**config.mk**
```make
export PLATFORM = sky130hd
export DESIGN_NAME = eag_top
export DESIGN_NICKNAME = d
export VERILOG_FILES = /design/src/logic/eag_pkg.sv /design/src/logic/eag_adder.sv /design/src/logic/eag_top.sv
export SDC_FILE = /design/constraint.sdc
export NUM_CORES = 1
export LEC_CHECK = 0
export ABC_AREA = 1
export BUFFER_PORTS_ARGS = -buffer_cell sky130_fd_sc_hd__clkbuf_2
export CELL_PAD_IN_SITES_DETAIL_PLACEMENT = 0
export CELL_PAD_IN_SITES_GLOBAL_PLACEMENT = 1
export CORE_MARGIN = 3
export CORE_UTILIZATION = 45
export DETAILED_ROUTE_END_ITERATION = 7
export PLACE_DENSITY_LB_ADDON = 0.1
export SYNTH_ARGS = -nofsm -noshare
export SYNTH_HDL_FRONTEND = slang
export SYNTH_SLANG_ARGS = --single-unit
export TNS_END_PERCENT = 10
```
**constraint.sdc**
```tcl
create_clock -name I_CLK -period 4 [get_ports I_CLK]
set_input_delay 0.2 -clock I_CLK [delete_from_list [all_inputs] [get_ports I_CLK]]
set_output_delay 0.2 -clock I_CLK [all_outputs]
set_load 0.01 [all_outputs]
```
**src/logic/eag_pkg.sv**
```systemverilog
// What this block does
// RULE1: Zero page: one operand byte is the low address, high byte forced zero.
// RULE2: Indexed zero page: operand plus offset register, carry dropped, stays in page zero.
// RULE3: Indexed absolute: 16-bit operand base plus first or second offset register.
// RULE4: Implied: no operand address bytes fetched; location follows from opcode.
// RULE5: Relative: signed operand byte added to next instruction address, -128..+127.
// RULE6: Indexed indirect: operand plus first offset, pointer low then next byte.
// RULE7: Indexed indirect pointer bytes both stay inside page zero.
// RULE8: Indirect indexed: pointer low plus second offset, carry into high byte.
// RULE9: Absolute indirect: operand word points to target word loaded into counter.
// RULE10: Absolute: first operand byte low address, second operand byte high address.
// RULE11: Immediate: byte after opcode is the operand, no further addressing.
// RULE12: All addresses are 16 bits and wrap modulo 65536.
package eag_pkg;
  typedef enum logic [3:0] {
    EAG_M_IMPLIED = 4'h0,
    EAG_M_IMMED = 4'h1,
    EAG_M_ZPAGE = 4'h2,
    EAG_M_ZPAGE_IDX = 4'h3,
    EAG_M_ABS = 4'h4,
    EAG_M_ABS_IDX = 4'h5,
    EAG_M_REL = 4'h6,
    EAG_M_IDX_IND = 4'h7,
    EAG_M_IND_IDX = 4'h8,
    EAG_M_ABS_IND = 4'h9
  } eag_mode_e;

  typedef enum logic [4:0] {
    EAG_S_IDLE = 5'h01,
    EAG_S_PTR_LO = 5'h02,
    EAG_S_PTR_HI = 5'h04,
    EAG_S_WAIT = 5'h08,
    EAG_S_DONE = 5'h10
  } eag_state_e;

  typedef struct packed {
    eag_mode_e mode;
    logic use_second;
    logic [7:0] op_lo;
    logic [7:0] op_hi;
    logic [15:0] next_pc;
  } eag_req_s;

  localparam logic [7:0] EAG_PAGE_ZERO = 8'h00;
  localparam logic [15:0] EAG_ONE = 16'h0001;
endpackage

```
**src/logic/eag_adder.sv**
```systemverilog
// 16-bit adder, carry out of the top simply lost so results wrap.
module eag_adder (
  input wire logic [15:0] i_a,
  input wire logic [15:0] i_b,
  output logic [15:0] o_sum
);
  // RULE12 wrap 16 bits
  assign o_sum = 16'(i_a + i_b);
endmodule // eag_adder

```
**src/logic/eag_top.sv**
```systemverilog
// Sequences address generation for one instruction. Pointer modes read two bytes from memory.
module eag_top (
  input wire logic I_CLK,
  input wire logic I_NRST,
  input wire logic I_CE,
  input wire logic I_START,
  input wire eag_pkg::eag_req_s I_REQ,
  input wire logic [7:0] I_IDX_FIRST,
  input wire logic [7:0] I_IDX_SECOND,
  input wire logic I_RD_VALID,
  input wire logic [7:0] I_RD_DATA,
  output logic O_BUSY,
  output logic O_RD_REQ,
  output logic [15:0] O_RD_ADDR,
  output logic O_DONE,
  output logic [15:0] O_ADDR,
  output logic O_ADDR_VALID,
  output logic O_LOAD_PC
);
  typedef struct packed {
    eag_pkg::eag_state_e st;
    eag_pkg::eag_req_s req;
    logic [7:0] idx1;
    logic [7:0] idx2;
    logic [15:0] ptr;
    logic [7:0] lo;
    logic hi_phase;
    logic rd_req;
    logic [15:0] rd_addr;
    logic done;
    logic [15:0] addr;
    logic addr_valid;
    logic load_pc;
    logic busy;
  } eag_state_s;

  eag_state_s s_q;
  eag_state_s s_d;
  logic [15:0] add_a;
  logic [15:0] add_b;
  logic [15:0] add_sum;
  logic [15:0] ptr_next;

  eag_adder u_add (
    .i_a(add_a),
    .i_b(add_b),
    .o_sum(add_sum)
  );

  always_comb begin
    add_a = {s_q.req.op_hi, s_q.req.op_lo};
    add_b = 16'h0000;
    case (s_q.req.mode)
      eag_pkg::EAG_M_ABS_IDX: begin
        // RULE3 base plus index
        add_b = {8'h00, s_q.req.use_second ? s_q.idx2 : s_q.idx1};
      end
      eag_pkg::EAG_M_REL: begin
        // RULE5 signed offset
        add_a = s_q.req.next_pc;
        add_b = {{8{s_q.req.op_lo[7]}}, s_q.req.op_lo};
      end
      eag_pkg::EAG_M_IND_IDX: begin
        // RULE8 carry into high byte
        add_a = {I_RD_DATA, s_q.lo};
        add_b = {8'h00, s_q.idx2};
      end
      default: begin
        add_b = 16'h0000;
      end
    endcase
  end

  // RULE7 pointer stays in page zero
  // Only page-zero pointers wrap in the page; an absolute pointer steps over it
  always_comb begin
    if (s_q.req.mode == eag_pkg::EAG_M_ABS_IND) begin
      ptr_next = 16'(s_q.ptr + eag_pkg::EAG_ONE);
    end else begin
      ptr_next = {eag_pkg::EAG_PAGE_ZERO, 8'(s_q.ptr[7:0] + 8'h01)};
    end
  end

  always_comb begin
    s_d = s_q;
    s_d.done = 1'b0;
    s_d.addr_valid = 1'b0;
    s_d.load_pc = 1'b0;
    case (s_q.st)
      eag_pkg::EAG_S_IDLE: begin
        if (I_START) begin
          s_d.req = I_REQ;
          s_d.idx1 = I_IDX_FIRST;
          s_d.idx2 = I_IDX_SECOND;
          s_d.st = eag_pkg::EAG_S_WAIT;
          s_d.hi_phase = 1'b0;
          case (I_REQ.mode)
            eag_pkg::EAG_M_IDX_IND: begin
              // RULE6 operand plus first offset
              s_d.ptr = {eag_pkg::EAG_PAGE_ZERO, 8'(I_REQ.op_lo + I_IDX_FIRST)};
              s_d.st = eag_pkg::EAG_S_PTR_LO;
            end
            eag_pkg::EAG_M_IND_IDX: begin
              s_d.ptr = {eag_pkg::EAG_PAGE_ZERO, I_REQ.op_lo};
              s_d.st = eag_pkg::EAG_S_PTR_LO;
            end
            eag_pkg::EAG_M_ABS_IND: begin
              // RULE9 full pointer
              s_d.ptr = {I_REQ.op_hi, I_REQ.op_lo};
              s_d.st = eag_pkg::EAG_S_PTR_LO;
            end
            default: begin
              s_d.st = eag_pkg::EAG_S_DONE;
            end
          endcase
        end
      end
      eag_pkg::EAG_S_PTR_LO: begin
        s_d.rd_req = 1'b1;
        s_d.rd_addr = s_q.hi_phase ? ptr_next : s_q.ptr;
        s_d.st = eag_pkg::EAG_S_WAIT;
      end
      eag_pkg::EAG_S_WAIT: begin
        if (I_RD_VALID) begin
          s_d.rd_req = 1'b0;
          if (!s_q.hi_phase) begin
            s_d.lo = I_RD_DATA;
            s_d.hi_phase = 1'b1;
            s_d.st = eag_pkg::EAG_S_PTR_LO;
          end else begin
            s_d.st = eag_pkg::EAG_S_PTR_HI;
          end
        end
      end
      eag_pkg::EAG_S_PTR_HI: begin
        s_d.st = eag_pkg::EAG_S_IDLE;
        s_d.done = 1'b1;
        s_d.addr_valid = 1'b1;
        s_d.addr = {I_RD_DATA, s_q.lo};
        if (s_q.req.mode == eag_pkg::EAG_M_IND_IDX) begin
          s_d.addr = add_sum;
        end
        s_d.load_pc = (s_q.req.mode == eag_pkg::EAG_M_ABS_IND);
      end
      eag_pkg::EAG_S_DONE: begin
        s_d.st = eag_pkg::EAG_S_IDLE;
        s_d.done = 1'b1;
        s_d.addr_valid = 1'b1;
        case (s_q.req.mode)
          eag_pkg::EAG_M_ZPAGE: begin
            // RULE1 high byte zero
            s_d.addr = {eag_pkg::EAG_PAGE_ZERO, s_q.req.op_lo};
          end
          eag_pkg::EAG_M_ZPAGE_IDX: begin
            // RULE2 carry discarded
            s_d.addr = {eag_pkg::EAG_PAGE_ZERO,
                        8'(s_q.req.op_lo + (s_q.req.use_second ? s_q.idx2 : s_q.idx1))};
          end
          eag_pkg::EAG_M_ABS: begin
            // RULE10 low then high
            s_d.addr = {s_q.req.op_hi, s_q.req.op_lo};
          end
          eag_pkg::EAG_M_ABS_IDX: begin
            s_d.addr = add_sum;
          end
          eag_pkg::EAG_M_REL: begin
            s_d.addr = add_sum;
            s_d.load_pc = 1'b1;
          end
          default: begin
            // RULE4 implied no address
            // RULE11 immediate no address
            s_d.addr_valid = 1'b0;
            s_d.addr = 16'h0000;
          end
        endcase
      end
      default: begin
        s_d.st = eag_pkg::EAG_S_IDLE;
      end
    endcase
    // Busy is registered so the output comes straight from a flop
    s_d.busy = (s_d.st != eag_pkg::EAG_S_IDLE);
  end

  always_ff @(posedge I_CLK) begin
    if (!I_NRST) begin
      s_q <= '0;
      s_q.st <= eag_pkg::EAG_S_IDLE;
    end else if (I_CE) begin
      s_q <= s_d;
    end
  end

  assign O_BUSY = s_q.busy;
  assign O_RD_REQ = s_q.rd_req;
  assign O_RD_ADDR = s_q.rd_addr;
  assign O_DONE = s_q.done;
  assign O_ADDR = s_q.addr;
  assign O_ADDR_VALID = s_q.addr_valid;
  assign O_LOAD_PC = s_q.load_pc;

  zp_high_a: assert property (@(posedge I_CLK) disable iff (!I_NRST) // RULE1
    (I_CE && s_q.st == eag_pkg::EAG_S_DONE && s_q.req.mode == eag_pkg::EAG_M_ZPAGE) |=>
    (O_ADDR == {8'h00, $past(s_q.req.op_lo)})) else $error("zero page address wrong");
  zpx_page_a: assert property (@(posedge I_CLK) disable iff (!I_NRST) // RULE2
    (I_CE && s_q.st == eag_pkg::EAG_S_DONE && s_q.req.mode == eag_pkg::EAG_M_ZPAGE_IDX) |=>
    (O_ADDR[15:8] == 8'h00)) else $error("indexed zero page left page zero");
  absx_sum_a: assert property (@(posedge I_CLK) disable iff (!I_NRST) // RULE3
    (I_CE && s_q.st == eag_pkg::EAG_S_DONE && s_q.req.mode == eag_pkg::EAG_M_ABS_IDX) |=>
    (O_ADDR == 16'({$past(s_q.req.op_hi), $past(s_q.req.op_lo)} +
     {8'h00, $past(s_q.req.use_second) ? $past(s_q.idx2) : $past(s_q.idx1)})))
    else $error("indexed absolute sum wrong");
  implied_nord_a: assert property (@(posedge I_CLK) disable iff (!I_NRST) // RULE4
    (s_q.req.mode == eag_pkg::EAG_M_IMPLIED && O_BUSY) |-> !O_RD_REQ)
    else $error("implied mode read memory");
  rel_pc_a: assert property (@(posedge I_CLK) disable iff (!I_NRST) // RULE5
    (I_CE && s_q.st == eag_pkg::EAG_S_DONE && s_q.req.mode == eag_pkg::EAG_M_REL) |=>
    (O_LOAD_PC && O_ADDR == 16'($past(s_q.req.next_pc) + {{8{$past(s_q.req.op_lo[7])}}, $past(s_q.req.op_lo)})))
    else $error("branch target wrong");
  idxind_zp_a: assert property (@(posedge I_CLK) disable iff (!I_NRST) // RULE7
    (O_RD_REQ && s_q.req.mode == eag_pkg::EAG_M_IDX_IND) |-> (O_RD_ADDR[15:8] == 8'h00))
    else $error("pointer left page zero");
  absind_pc_a: assert property (@(posedge I_CLK) disable iff (!I_NRST) // RULE9
    (I_CE && s_q.st == eag_pkg::EAG_S_PTR_HI && s_q.req.mode == eag_pkg::EAG_M_ABS_IND) |=> O_LOAD_PC)
    else $error("indirect jump did not load counter");
  abs_order_a: assert property (@(posedge I_CLK) disable iff (!I_NRST) // RULE10
    (I_CE && s_q.st == eag_pkg::EAG_S_DONE && s_q.req.mode == eag_pkg::EAG_M_ABS) |=>
    (O_ADDR_VALID && O_ADDR == {$past(s_q.req.op_hi), $past(s_q.req.op_lo)}))
    else $error("absolute byte order wrong");
  imm_noaddr_a: assert property (@(posedge I_CLK) disable iff (!I_NRST) // RULE11
    (s_q.req.mode == eag_pkg::EAG_M_IMMED && O_BUSY) |-> !O_RD_REQ)
    else $error("immediate mode read memory");
  ptr_ind_c: cover property (@(posedge I_CLK) disable iff (!I_NRST)
    O_DONE && s_q.req.mode == eag_pkg::EAG_M_IND_IDX);
  rel_c: cover property (@(posedge I_CLK) disable iff (!I_NRST)
    O_LOAD_PC && s_q.req.mode == eag_pkg::EAG_M_REL);
  jmp_c: cover property (@(posedge I_CLK) disable iff (!I_NRST)
    O_LOAD_PC && s_q.req.mode == eag_pkg::EAG_M_ABS_IND);
endmodule // eag_top

```
Yosys cells after proc, flatten, opt, wreduce, memory -nomap -nowiden
Index checks and enable logic that the tools add are counted.

Input bits: 66. Word-level logic and storage cells: 76. Flip-flop bits (word level): 120.

Add/subtract/negate cells: 5. Bitwise logic cells: 1. Equality and inequality tests: 18. Multiplexer cells: 20. Reduce and logical (&&, ||, !) cells: 14.

Operators by type and width (count): $pmux 16 s3 (2); $mux 74 (1); $pmux 16 s4 (1); $mux 16 (3); $pmux 19 s2 (1); $pmux 16 s2 (1); $add 16x1->16 const B (1); $add 16x16->16 (1); $add 8x8->8 (2); $eq 4x3->1 const B (4); $eq 4x4->1 const B (4); $pmux 5 s3 (1); $reduce_and 4->1 (3); $mux 5 (2); $add 8x1->8 const B (1); $eq 4x2->1 const B (2); $mux 8 (1); $reduce_and 3->1 (2); $reduce_bool 2->1 (3); $eq 5x1->1 const B (1); $eq 5x2->1 const B (1); $eq 5x3->1 const B (1); $eq 5x4->1 const B (1); $eq 5x5->1 const B (1); 12 further kinds (17).

Longest topological paths before layout
Gate-level depths: netlist (run 1).

Depth after elaboration: 6. Depth in mapped cells: 21. Depth with buffers taken out: 20.

Modules after synthesis
From an unflattened synthesis (run 1), not the netlist that was laid out.

Cell total of the unflattened synthesis: 1208. Area total of the unflattened synthesis: 7832.5 um2.

Modules (own cells, without submodules): eag_top (times used 1, area each 6905.4 um2, cells each 1029); eag_adder (times used 1, area each 927.1 um2, cells each 179).

Least setup slack after synthesis (run 1)
No wires, ideal clock.

Path kind: reg2reg. Start: reg s_q[111] (netlist name). End: reg s_q (netlist bit O_ADDR[14]). Cell stages (with the launch flop): 16. Arrival time: 2.621 ns. Clock period less this slack: 2.741 ns. Path slack: 1.259 ns. Buffers on the path: 2. Cells stage by stage: dfxtp_1 > nor2_1 > nand2_1 > inv_1 > buf_2 > buf_2 > a221o_1 > ha_1 > a21oi_1 > o21ai_0 > a21oi_1 > nand2_1 > nand2_1 > nand3_1 > a21oi_1 > a21oi_1.

Cells in the longest elaborated chain, start to end: 5. Elaborated cells on any way between the ends: 13. Those cells by class: 1 x add/sub; 6 x eq/ne; 5 x mux; 1 x reduce/logical.

RTL lines: start: declaration (RTL line eag_top.sv:37) `eag_state_s s_q;`; $eq 4x4->1 or $eq 4x3->1 (tied branches) (RTL line eag_top.sv:53, eag_top.sv:140, eag_top.sv:149); $pmux 16 s3 or $pmux 16 s2 (tied branches) (RTL line eag_top.sv:53) `case (s_q.req.mode)`; $add 16x16->16 (RTL line eag_adder.sv:8) `assign o_sum = 16'(i_a + i_b);`; $pmux 16 s4 or $mux 16 (tied branches) (RTL line eag_top.sv:149, eag_top.sv:140); $pmux 19 s2 * (RTL line eag_top.sv:89) `case (s_q.st)`.

Every way passes the cells marked *; elsewhere a longest branch is shown, timed or not. A chain may end at the register's enable or synchronous reset.

Worst setup path in the final report (run 1)
Ends and elaborated chain as after synthesis.

==> results of run 1 <==
==> cell usage in the layout, fill, tap and decap left out, types with 4 or more instances in the layout <==
master,n
a21oi_1,119
a31oi_1,11
buf_4,8
clkbuf_16,17
clkbuf_2,102
clkinv_4,4
clkinvlp_4,4
dfxtp_1,120
dlygate4sd3_1,13
ha_1,30
inv_1,109
inv_2,8
nand2_1,251
nand3_1,72
nand4_1,10
nor2_1,112
nor3_1,7
o211ai_1,11
o21ai_0,114
o221ai_1,15
or2_2,4
xnor2_1,9
xor2_1,9
==> metal layers <==
layer	global-route usage	vias up
met5	0	-
met4	0.0616	0
met3	0.0468	23
li1	-	3871
met2	0.392	189
met1	0.366	3500
==> area by class of cell <==
type | count | area, um^2
fill | 1684 | 7490
clock inverter | 15 | 168
multi-input combinational | 815 | 4210
sequential | 120 | 2400
tap | 216 | 270
inverter | 120 | 450
clock buffer | 17 | 425
timing repair buffer | 123 | 701
==> sequential cells by signal, summed over array words and instances (netlist names) <==
signal        cells
O_ADDR_VALID      1
O_RD_REQ          1
s_q              83
O_DONE            1
O_ADDR           16
O_RD_ADDR        16
O_LOAD_PC         1
O_BUSY            1
==> metrics by stage <==
| stage | setup slack [ps] | instances | total power [mW] |
|---|---|---|---|
| 2_1_floorplan | 1260 | 1133 | 1.57 |
| 3_3_place_gp | 825 | 1381 | 1.70 |
| 3_5_place_dp | 725 | 1381 | 1.70 |
| 4_1_cts | 721 | 1426 | 3.27 |
| 5_1_grt | 284 | 1426 | 3.39 |
| 6_report | 698 | 1426 | 3.26 |
==> critical path: cells and delay by family (launching register included) <==
kind | cells | cell delay, ps
flip-flops | 1 | 390
buffers and inverters | 3 | 610
adder cells (fa/ha/maj) | 1 | 320
AO/OA/AOI/OAI | 5 | 1140
AND/OR/NAND/NOR | 8 | 790
==> cells by family (layout without fill, tap and decap cells) <==
kind of cell | after synthesis | count (layout) | synth area share
flip-flops | 120 | 120 | 0.320
buffers and inverters | 198 | 275 | 0.120
adder cells (fa/ha/maj) | 33 | 33 | 0.0580
AND/OR/NAND/NOR | 474 | 474 | 0.266
XOR/XNOR | 18 | 18 | 0.0210
AO/OA/AOI/OAI | 290 | 290 | 0.215
==> final timing paths <==
check,end,depth (start not counted)
hold / removal,s_q[82],3
setup reg to reg,O_ADDR[14],17
hold reg to reg,O_RD_ADDR[10],2
setup / recovery,O_ADDR[14],17
==> where the power goes <==
part / total (mW) / switching [mW] / internal, mW / leakage [nW]
sequential: 1.28 / 0.0391 / 1.24 / 0.975
combinational: 0.409 / 0.263 / 0.146 / 2.75
clock: 1.57 / 0.642 / 0.928 / 0.278
total: 3.26 / 0.944 / 2.32 / 4.00
==> metrics.md, run 1 <==
| Metric | Value |
|---|---|
| Status | completed |
| Clock Latency Late Sink | 430 ps |
| TritonCTS buffer count | 17 |
| Design Area, Final | 0.00862 mm^2 |
| Min-Delay Startpoint | I_REQ[4] |
| R2R Setup Slk | around 700 ps |
| H-Tree Depth | 4 |
| Hold_buf cts | 13 |
| Worst VDD drop | between 0.3 and 0.4 mV |
| Mapped Cells | approximately 1,100 |
| Ys Warns | 0 |
| DP HPWL | approximately 17,000 um |
| Wire length per cell | ~16 um |
| Top-area cell type share of the netlist area | 0.320 |
| Dominant synthesized flop cell | dfxtp_1 |
| Min-delay worst type | in -> reg |
| Drt first pass iters | 5 |
| CP peak stage delay | ~400 ps |
| Largest area contributor in the netlist | dfxtp_1 |
| Routed wl met3 | 1200 um |
| N_diodes | 0 |
| Largest net degree at the start of global routing | approximately 90 |
| I/O Pins | 103 |
| RSZ-0062 raised after global routing | false |
| Total grt overflow | 0 |
| Sequential fraction of the synthesis area | 0.320 |
| Layout Skew | 11.9 ps |
| Post-CTS Setup Bufs | 0 |
| GPL Wtd Cong | 0.922 |
| Post-DP Area | 0.00790 mm^2 |
| First-pass GRT wire length | 36,900 um |
| Cts repair resizes | 0 |
| Routed length on met2 | 10,100 um |
| # Max-Cap Violations | 0 |
| Tightest Pin Transition | between 1000 and 1500 ps |
| Share of cells above drive strength 1 | 0.138 |
| Critical Path, Cell by Cell | nor2_1 -> nand2_1 -> buf_4 -> clkinv_1 -> nor2_2 -> clkinv_1 -> o221ai_1 -> ha_1 -> a21oi_1 -> o21ai_0 -> a21oi_1 -> nand2_1 -> nand2_1 -> nand3_1 -> nand2_1 -> nand2_1 -> a21oi_1 |
| Die Y | approximately 140 um |
| IO Port Bufs | between 100 and 150 |
| Max-slew headroom | 0.284 |
| Required time of the critical path | around 4400 ps |
| Number of synthesized flops with an enable pin | 0 |
| Final setup fails | 0 |
| Die area | approximately 0.018 mm^2 |
| Initial DRC Count | 613 |
| Crit path top cell by count | nand2_1 |
| Worst Setup SP | s_q[111] |
| Final-report max-slew violation count | 0 |
| Cell row count | 46 |
| Reg2reg start | s_q[111] |
| Kind of critical path | reg -> reg |
| Worst-path clk slew | 60 ps |
| Max Freq | 303 MHz |
| Setup TNS Final | 0 ps |
| Kind of end point of the critical path | flop |
| ANT nets after route | 0 |
| CP Max Fanout | 11 |
| Util after Layout | 0.535 |
| Detailed Route WL | 22,800 um |
| Routed vias | around 7,600 |
| Async SR Flop Fraction | 0 |
| Total GRT Usage | 0.253 |
| Most frequent cells after synthesis | nand2_1, dfxtp_1, a21oi_1 |
| P_leak | 4.00 nW |
| Syn Nets | 1,232 |
| Max layer used | met4 |
| Most common cell in the synthesized netlist | nand2_1 |
| Syn_area_per_cell | 6.63 um^2 |
| TritonCTS clock tree | built |
| Die X | 135 um |
| Initial antenna violation count | 0 |
| Vias in the first global route | 7,123 |
| Worst hold margin | 9.17 ps |
| PwrDens | 378 mW/mm^2 |
| Nets | 1,296 |
| CORE AREA | 0.0161 mm^2 |
| Initial Util | 0.466 |
| Drc violations | 0 |
| Area Growth Syn to Fin | 14.8% |
| Mapped cell area | about 0.0075 mm^2 |
| DRT met1 WL | 11,200 um |
| Clock root buffer master | clkbuf_16 |
| Worst path slowest cell | dfxtp_1 |
| Vias/cell | 5.32 |
| Fin crit period | 3300 ps |
| Final Hold Violating Endpoints | 0 |
| Worst Path Arrival | approximately 3700 ps |
| Sink Count | 120 |
| Fin crit share | 0.825 |
| Netlist cell types | 46 |
| Clock Tree Buf Depth | 2 |
| Area contributors post-synth | dfxtp_1, nand2_1, a21oi_1, o21ai_0, nor2_1 |
| Yosys reg bits | 120 |
| CP startpoint kind | flop |
Note: power is estimated with default switching activity, not from simulation.
==> run 2: changes to the inputs <==
Settings changed: CORE_UTILIZATION 45 to 37.
Clock period 4 ns to 2.8 ns, I/O delays scaled along.
==> run 2 against run 1 <==
  * Via count is 1.3% higher
  * Critical path depth is 1 lower
  * Sequential power is 43% higher
  * Global-route usage is 2.6 points lower
  * Combinational power is 63% higher
  * Sequential cell count stayed put
  * Non-clock buffer count is 46 higher
  * Clock power is 61% higher
  * Register-to-register slack worse by 520 ps
  * Clock skew is 2.2 ps lower
  * Cell count is 6.7% higher
  * Critical endpoint is now O_ADDR[6]
==> metrics.md, run 2 (synthesis results as in run 1) <==
| Metric | Value |
|---|---|
| Status | completed |
| Placed insts | 1,458 |
| Nets | 1,342 |
| # Max-Cap Violations | 0 |
| Kind of end point of the critical path | flop |
| Post-DP Area | 0.00818 mm^2 |
| Kind of critical path | reg -> reg |
| Vias in the first global route | between 7,000 and 8,000 |
| Drc violations | 0 |
| Total grt overflow | 0 |
| N_diodes | 0 |
| Top reg by flops | s_q |
| Min-delay worst type | in -> reg |
| Worst-path clk slew | approximately 60 ps |
| Commonest non-fill, non-tap cell in the layout | nand2_1 |
| Required time of the critical path | about 3200 ps |
| DP HPWL | roughly 19,000 um |
| Area Growth Syn to Fin | 23.4% |
| Post-Layout Cell Count | approximately 1,500 |
| Max FFs per register | 83 |
| Final-report max-slew violation count | 0 |
| Largest net degree at the start of global routing | slightly below 90 |
| TritonCTS buffer count | 17 |
| FF-to-FF path depth | 16 |
| GPL Wtd Cong | 0.911 |
| IO Port Bufs | 102 |
| Commonest non-fill, non-tap cells in the layout | nand2_1, dfxtp_1, a21oi_1, o21ai_0, nor2_1 |
| Initial antenna violation count | 0 |
| Hold path depth | 3 |
| Fin crit period | 2630 ps |
| Worst Setup Slack, final | approximately 170 ps |
| Clk network pwr share | 0.503 |
| Worst hold margin | about 1.7 ps |
| Worst VDD drop | 0.396 mV |
| CORE AREA | 0.0197 mm^2 |
| Min-Delay Startpoint | I_IDX_SECOND[0] |
| Pwr Total | 5.02 mW |
| Die area | 0.0220 mm^2 |
| Reg power frac | 0.364 |
| Die X | 148 um |
| Reg2reg start | s_q[113] |
| Routed vias | 7,680 |
| Cell row count | 51 |
| Final setup fails | 0 |
| Initial DRC Count | 397 |
| Cell internal pwr | 3.67 mW |
| Share of cells above drive strength 1 | 0.181 |
| CP Max Fanout | 10 |
| Met2 GRT Util | 0.367 |
| Clock Tree Buf Depth | 2 |
| Total GRT Usage | 0.227 |
| Wire length per cell | 16.3 um |
| Drt first pass iters | 5 |
| Max-slew headroom | 0.476 |
| Setup TNS Final | 0 ps |
| Clock Latency Late Sink | 430 ps |
| Util after Layout | 0.470 |
| PwrDens | 542 mW/mm^2 |
| Detailed Route WL | 24,900 um |
| I/O Pins | just over 100 |
| R2R Setup Slk | 170 ps |
| Post-CTS Setup Bufs | 0 |
| Die Y | roughly 150 um |
| Tightest Pin Transition | 786 ps |
| M1 GR Usage | 0.317 |
| P_leak | 4.28 nW |
| Place WS | -58.8 ps |
| Design Area, Final | ~0.0093 mm^2 |
| Sink Count | 120 |
| Worst Path Arrival | 2980 ps |
| M3 GR Usage | 0.0442 |
| Vias/cell | 5.05 |
| Busiest grt layer | met2 |
| Worst flop-to-flop path endpoint | O_ADDR[6] |
| Layout Skew | 9.66 ps |
| NetSw | about 1.4 mW |
| Fin crit share | 0.938 |
| TritonCTS clock tree | built |
| ANT nets after route | 0 |
| Final Hold Violating Endpoints | 0 |
| Switching share of total power | 0.269 |
| Initial Util | 0.381 |
| Combinational fraction of design power | 0.133 |
| RSZ-0062 raised after global routing | true |
| H-Tree Depth | 4 |
| First-pass GRT wire length | 39,800 um |
| CP startpoint kind | flop |
| Max Freq | 381 MHz |
| Clock root buffer master | clkbuf_16 |
| Hold-critical path endpoint | s_q[62] |
run 2: cell count changes in the layout (fill, tap and decap cells not counted), sizes merged:
cell | before | now
clkinvlp | 4 | 2
clkinv | 8 | 4
buf | 8 | 36
clkbuf | 119 | 121
dlygate4sd3 | 13 | 31
inv | 121 | 122
bufinv | 2 | 5
run 2: worst max-delay path: stages (launching register included):
cell and delay, ps:
dfxtp_2 350, inv_1 60, nor2_2 120, nand2_1 100
buf_4 190, o221ai_1 240, ha_2 260, fa_2 200
nand3_1 80, nand2_2 110, nand2_1 70, nand2_2 120
xor2_1 270, nand2_1 90, nand3_1 100, nand2_1 50
a21oi_1 140
run 2: timing repair:
item                                    in CTS  in global routing
resized for setup                            2                 36
endpoints found under the setup margin       2                 13
endpoints found under the hold margin       35                  0
hold buffers                                31                  0
pin swaps                                    0                  3
run 2: layout make-up:
class,count,area (um^2)
fillers,2037,10400
multi-input cells,815,4290
flip-flops and latches,120,2410
repair buffers,169,1110
clock buffers,19,453
inverters,120,453
well taps,265,332
clock inverters,13,214
run 2: worst max path at each step:
stage,end,start,slack [ps],cells past startpoint
floorplan,O_ADDR[14],s_q[111],60,15
global placement,O_ADDR[14],s_q[112],60,16
detailed placement,O_ADDR[14],s_q[112],-60,16
CTS,O_ADDR[14],s_q[114],40,20
global route,O_ADDR[6],s_q[113],-50,18
finish,O_ADDR[6],s_q[113],170,16
run 2: power by group through the flow:
stage                     Clock, mW  Combinational (mW)  Sequential, mW
after global routing           2.64               0.743            1.84
after global placement            0               0.620            1.86
final                          2.53               0.666            1.83
after floorplan                   0               0.402            1.84
after CTS                      2.56               0.655            1.83
after detailed placement          0               0.617            1.87
run 2: metal layers:
metal,vias up,share of wire,wire (um)
met5,-,0,0
met1,3529,0.50,12400
met3,23,0.039,972
li1,3960,-,-
met4,0,0.011,266
met2,168,0.45,11300
==> run 3: changes to the inputs <==
Settings changed: CTS_CLUSTER_DIAMETER from default to 200, HOLD_SLACK_MARGIN from default to 0.1.
==> run 3 against run 2 <==
  * Sequential share of layout area is 0.76 points lower
  * Power is 0.66% higher
  * Hold slack better by 92 ps
  * Clock skew hardly changed
  * Core utilization is 1.4 points higher
  * Maximum frequency hardly changed
  * Critical path depth stayed put
  * Wire length is 1.4% higher
  * Sequential power hardly changed
  * Clock-buffer cell count stayed put
  * Via count is 1.1% higher
  * Sequential cell count stayed put
  * Largest power group unchanged
==> metrics.md, run 3 (synthesis results as in run 1) <==
| Metric | Value |
|---|---|
| Busiest grt layer | met2 |
| GPL Wtd Cong | 0.911 |
| CP Buf/Inv Count | 2 |
| FF-to-FF path depth | 16 |
| CP Max Fanout | 10 |
| Vias/cell | between 5 and 6 |
| Place WS | -58.8 ps |
| Commonest non-fill, non-tap cell in the layout | nand2_1 |
| Max-slew headroom | 0.472 |
| Worst Path Arrival | 2980 ps |
| Crit path top cell by count | nand2_1 |
| Worst Setup Slack, final | between 150 and 200 ps |
| M1 GR Usage | 0.319 |
| Initial DRC Count | 408 |
| Kind of critical path | reg -> reg |
| Drt first pass iters | 5 |
| Fin crit share | 0.938 |
| Nets | 1,370 |
| Kind of end point of the critical path | flop |
| Final Hold Violating Endpoints | 0 |
| Required time of the critical path | 3160 ps |
| RSZ-0062 raised after global routing | true |
| Final-report max-slew violation count | 0 |
| CP delay by family, top | simple AND/OR/NAND/NOR gates |
| TritonCTS clock tree | built |
| Share of cells above drive strength 1 | 0.177 |
| P_leak | 4.40 nW |
| Stages on worst setup path | 16 |
| Total GRT Usage | 0.230 |
| Worst Setup SP | s_q[113] |
| Tightest Pin Transition | approximately 800 ps |
| Routed vias | between 7,000 and 8,000 |
| Filler cells | 2,016 |
| Die X | 148 um |
| CP peak stage delay | 350 ps |
| Wire length per cell | 16.3 um |
| Final setup fails | 0 |
| Top reg by flops | s_q |
| Critical Path, Cell by Cell | inv_1 -> nor2_2 -> nand2_1 -> buf_4 -> o221ai_1 -> ha_2 -> fa_2 -> nand3_1 -> nand2_2 -> nand2_1 -> nand2_2 -> xor2_1 -> nand2_1 -> nand3_1 -> nand2_1 -> a21oi_1 |
| CORE AREA | 0.0197 mm^2 |
| Layout Skew | about 9.5 ps |
| Sink Count | 120 |
| Area Growth Syn to Fin | 27.1% |
| DP HPWL | 18,700 um |
| Post-CTS Setup Bufs | 0 |
| Vias in the first global route | 7,537 |
| Drc violations | 0 |
| Status | completed |
| PwrDens | 529 mW/mm^2 |
| Crit path capture | O_ADDR[6] |
| Max Freq | 381 MHz |
| Cell row count | between 50 and 60 |
| Fin crit period | 2630 ps |
| Clock root buffer master | clkbuf_16 |
| Die area | 0.0220 mm^2 |
| Reg2reg start | s_q[113] |
| # Max-Cap Violations | 0 |
| Largest net degree at the start of global routing | 89 |
| Initial Util | 0.381 |
| I/O Pins | 103 |
| M3 GR Usage | 0.0430 |
| Worst-path clk slew | 60 ps |
| IO Port Bufs | around 100 |
| N_diodes | 0 |
| Clock Tree Buf Depth | 2 |
| TritonCTS buffer count | 17 |
| Met2 GRT Util | 0.378 |
| H-Tree Depth | 4 |
| Worst flop-to-flop path endpoint | O_ADDR[6] |
| ANT nets after route | 0 |
| Worst path slowest cell | dfxtp_2 |
| R2R Setup Slk | between 150 and 200 ps |
| Total grt overflow | 0 |
| Detailed Route WL | 25,200 um |
| Die Y | 148 um |
| Initial antenna violation count | 0 |
| Commonest non-fill, non-tap cells in the layout | nand2_1, dfxtp_1, a21oi_1, o21ai_0, nor2_1 |
| First-pass GRT wire length | 40,400 um |
| Worst VDD drop | 0.397 mV |
| Pwr Total | 5.06 mW |
| Max FFs per register | 83 |
| Min-delay worst type | in -> reg |
| CP startpoint kind | flop |
| Clock Latency Late Sink | 430 ps |
-- run 3: timing repair --
item | 4_1_cts | 5_1_grt
endpoints found under the hold margin | 66 | 0
pin swaps | 0 | 3
setup endpoints to repair | 2 | 13
hold buffers | 59 | 0
gates cloned | 0 | 0
resized for setup | 2 | 36
-- run 3: metal layers --
layer | up-vias | part of all wire
met2 | 159 | 0.46
met3 | 21 | 0.037
li1 | 4012 | -
met4 | 0 | 0.010
met1 | 3573 | 0.50
met5 | - | 0
-- run 3: worst min path at each step --
stage                    start        to  slack, ps  cells after the start
2_1_floorplan     I_RD_DATA[0]   s_q[38]        270                      2
3_3_place_gp          I_REQ[5]   s_q[83]        370                      3
3_5_place_dp   I_IDX_SECOND[7]   s_q[69]        370                      3
4_1_cts              I_REQ[29]  s_q[107]        100                      3
5_1_grt              I_REQ[29]   s_q[51]        110                      3
6_report          I_RD_DATA[2]   s_q[40]         90                      3
-- run 3: worst register-to-register path, cell delays in order, from the launching register on --
cell and delay (ps):
dfxtp_2 350, inv_1 60, nor2_2 120, nand2_1 100, buf_4 190, o221ai_1 250
ha_2 270, fa_2 200, nand3_1 80, nand2_2 110, nand2_1 70, nand2_2 120
xor2_1 270, nand2_1 90, nand3_1 100, nand2_1 50, a21oi_1 130
-- run 3: metrics by stage --
stage,std cells,instance area (um^2),hold WS [ps],utilization,setup TNS [ps]
2_1_floorplan,1133,7510,275,-,0
3_3_place_gp,1458,8180,367,0.415,0
3_5_place_dp,1458,8180,370,0.415,-58.8
4_1_cts,1549,9450,101,0.479,0
5_1_grt,1549,9550,114,0.484,-141
6_report,1549,9550,93.3,0.484,0
-- run 3: power breakdown --
part	internal, mW	leakage [nW]	switching [mW]
Combinational	0.283	3.10	0.414
Sequential	1.78	0.977	0.0540
Clock	1.64	0.321	0.892
-- run 3: area by class of cell --
type	count	area [um^2]	area share
Multi-Input combinational cell	815	4290	0.450
Sequential cell	120	2410	0.252
Timing Repair Buffer	197	1400	0.146
Clock buffer	19	453	0.0474
Inverter	120	453	0.0474
Tap cell	265	332	0.0347
Clock inverter	13	214	0.0224
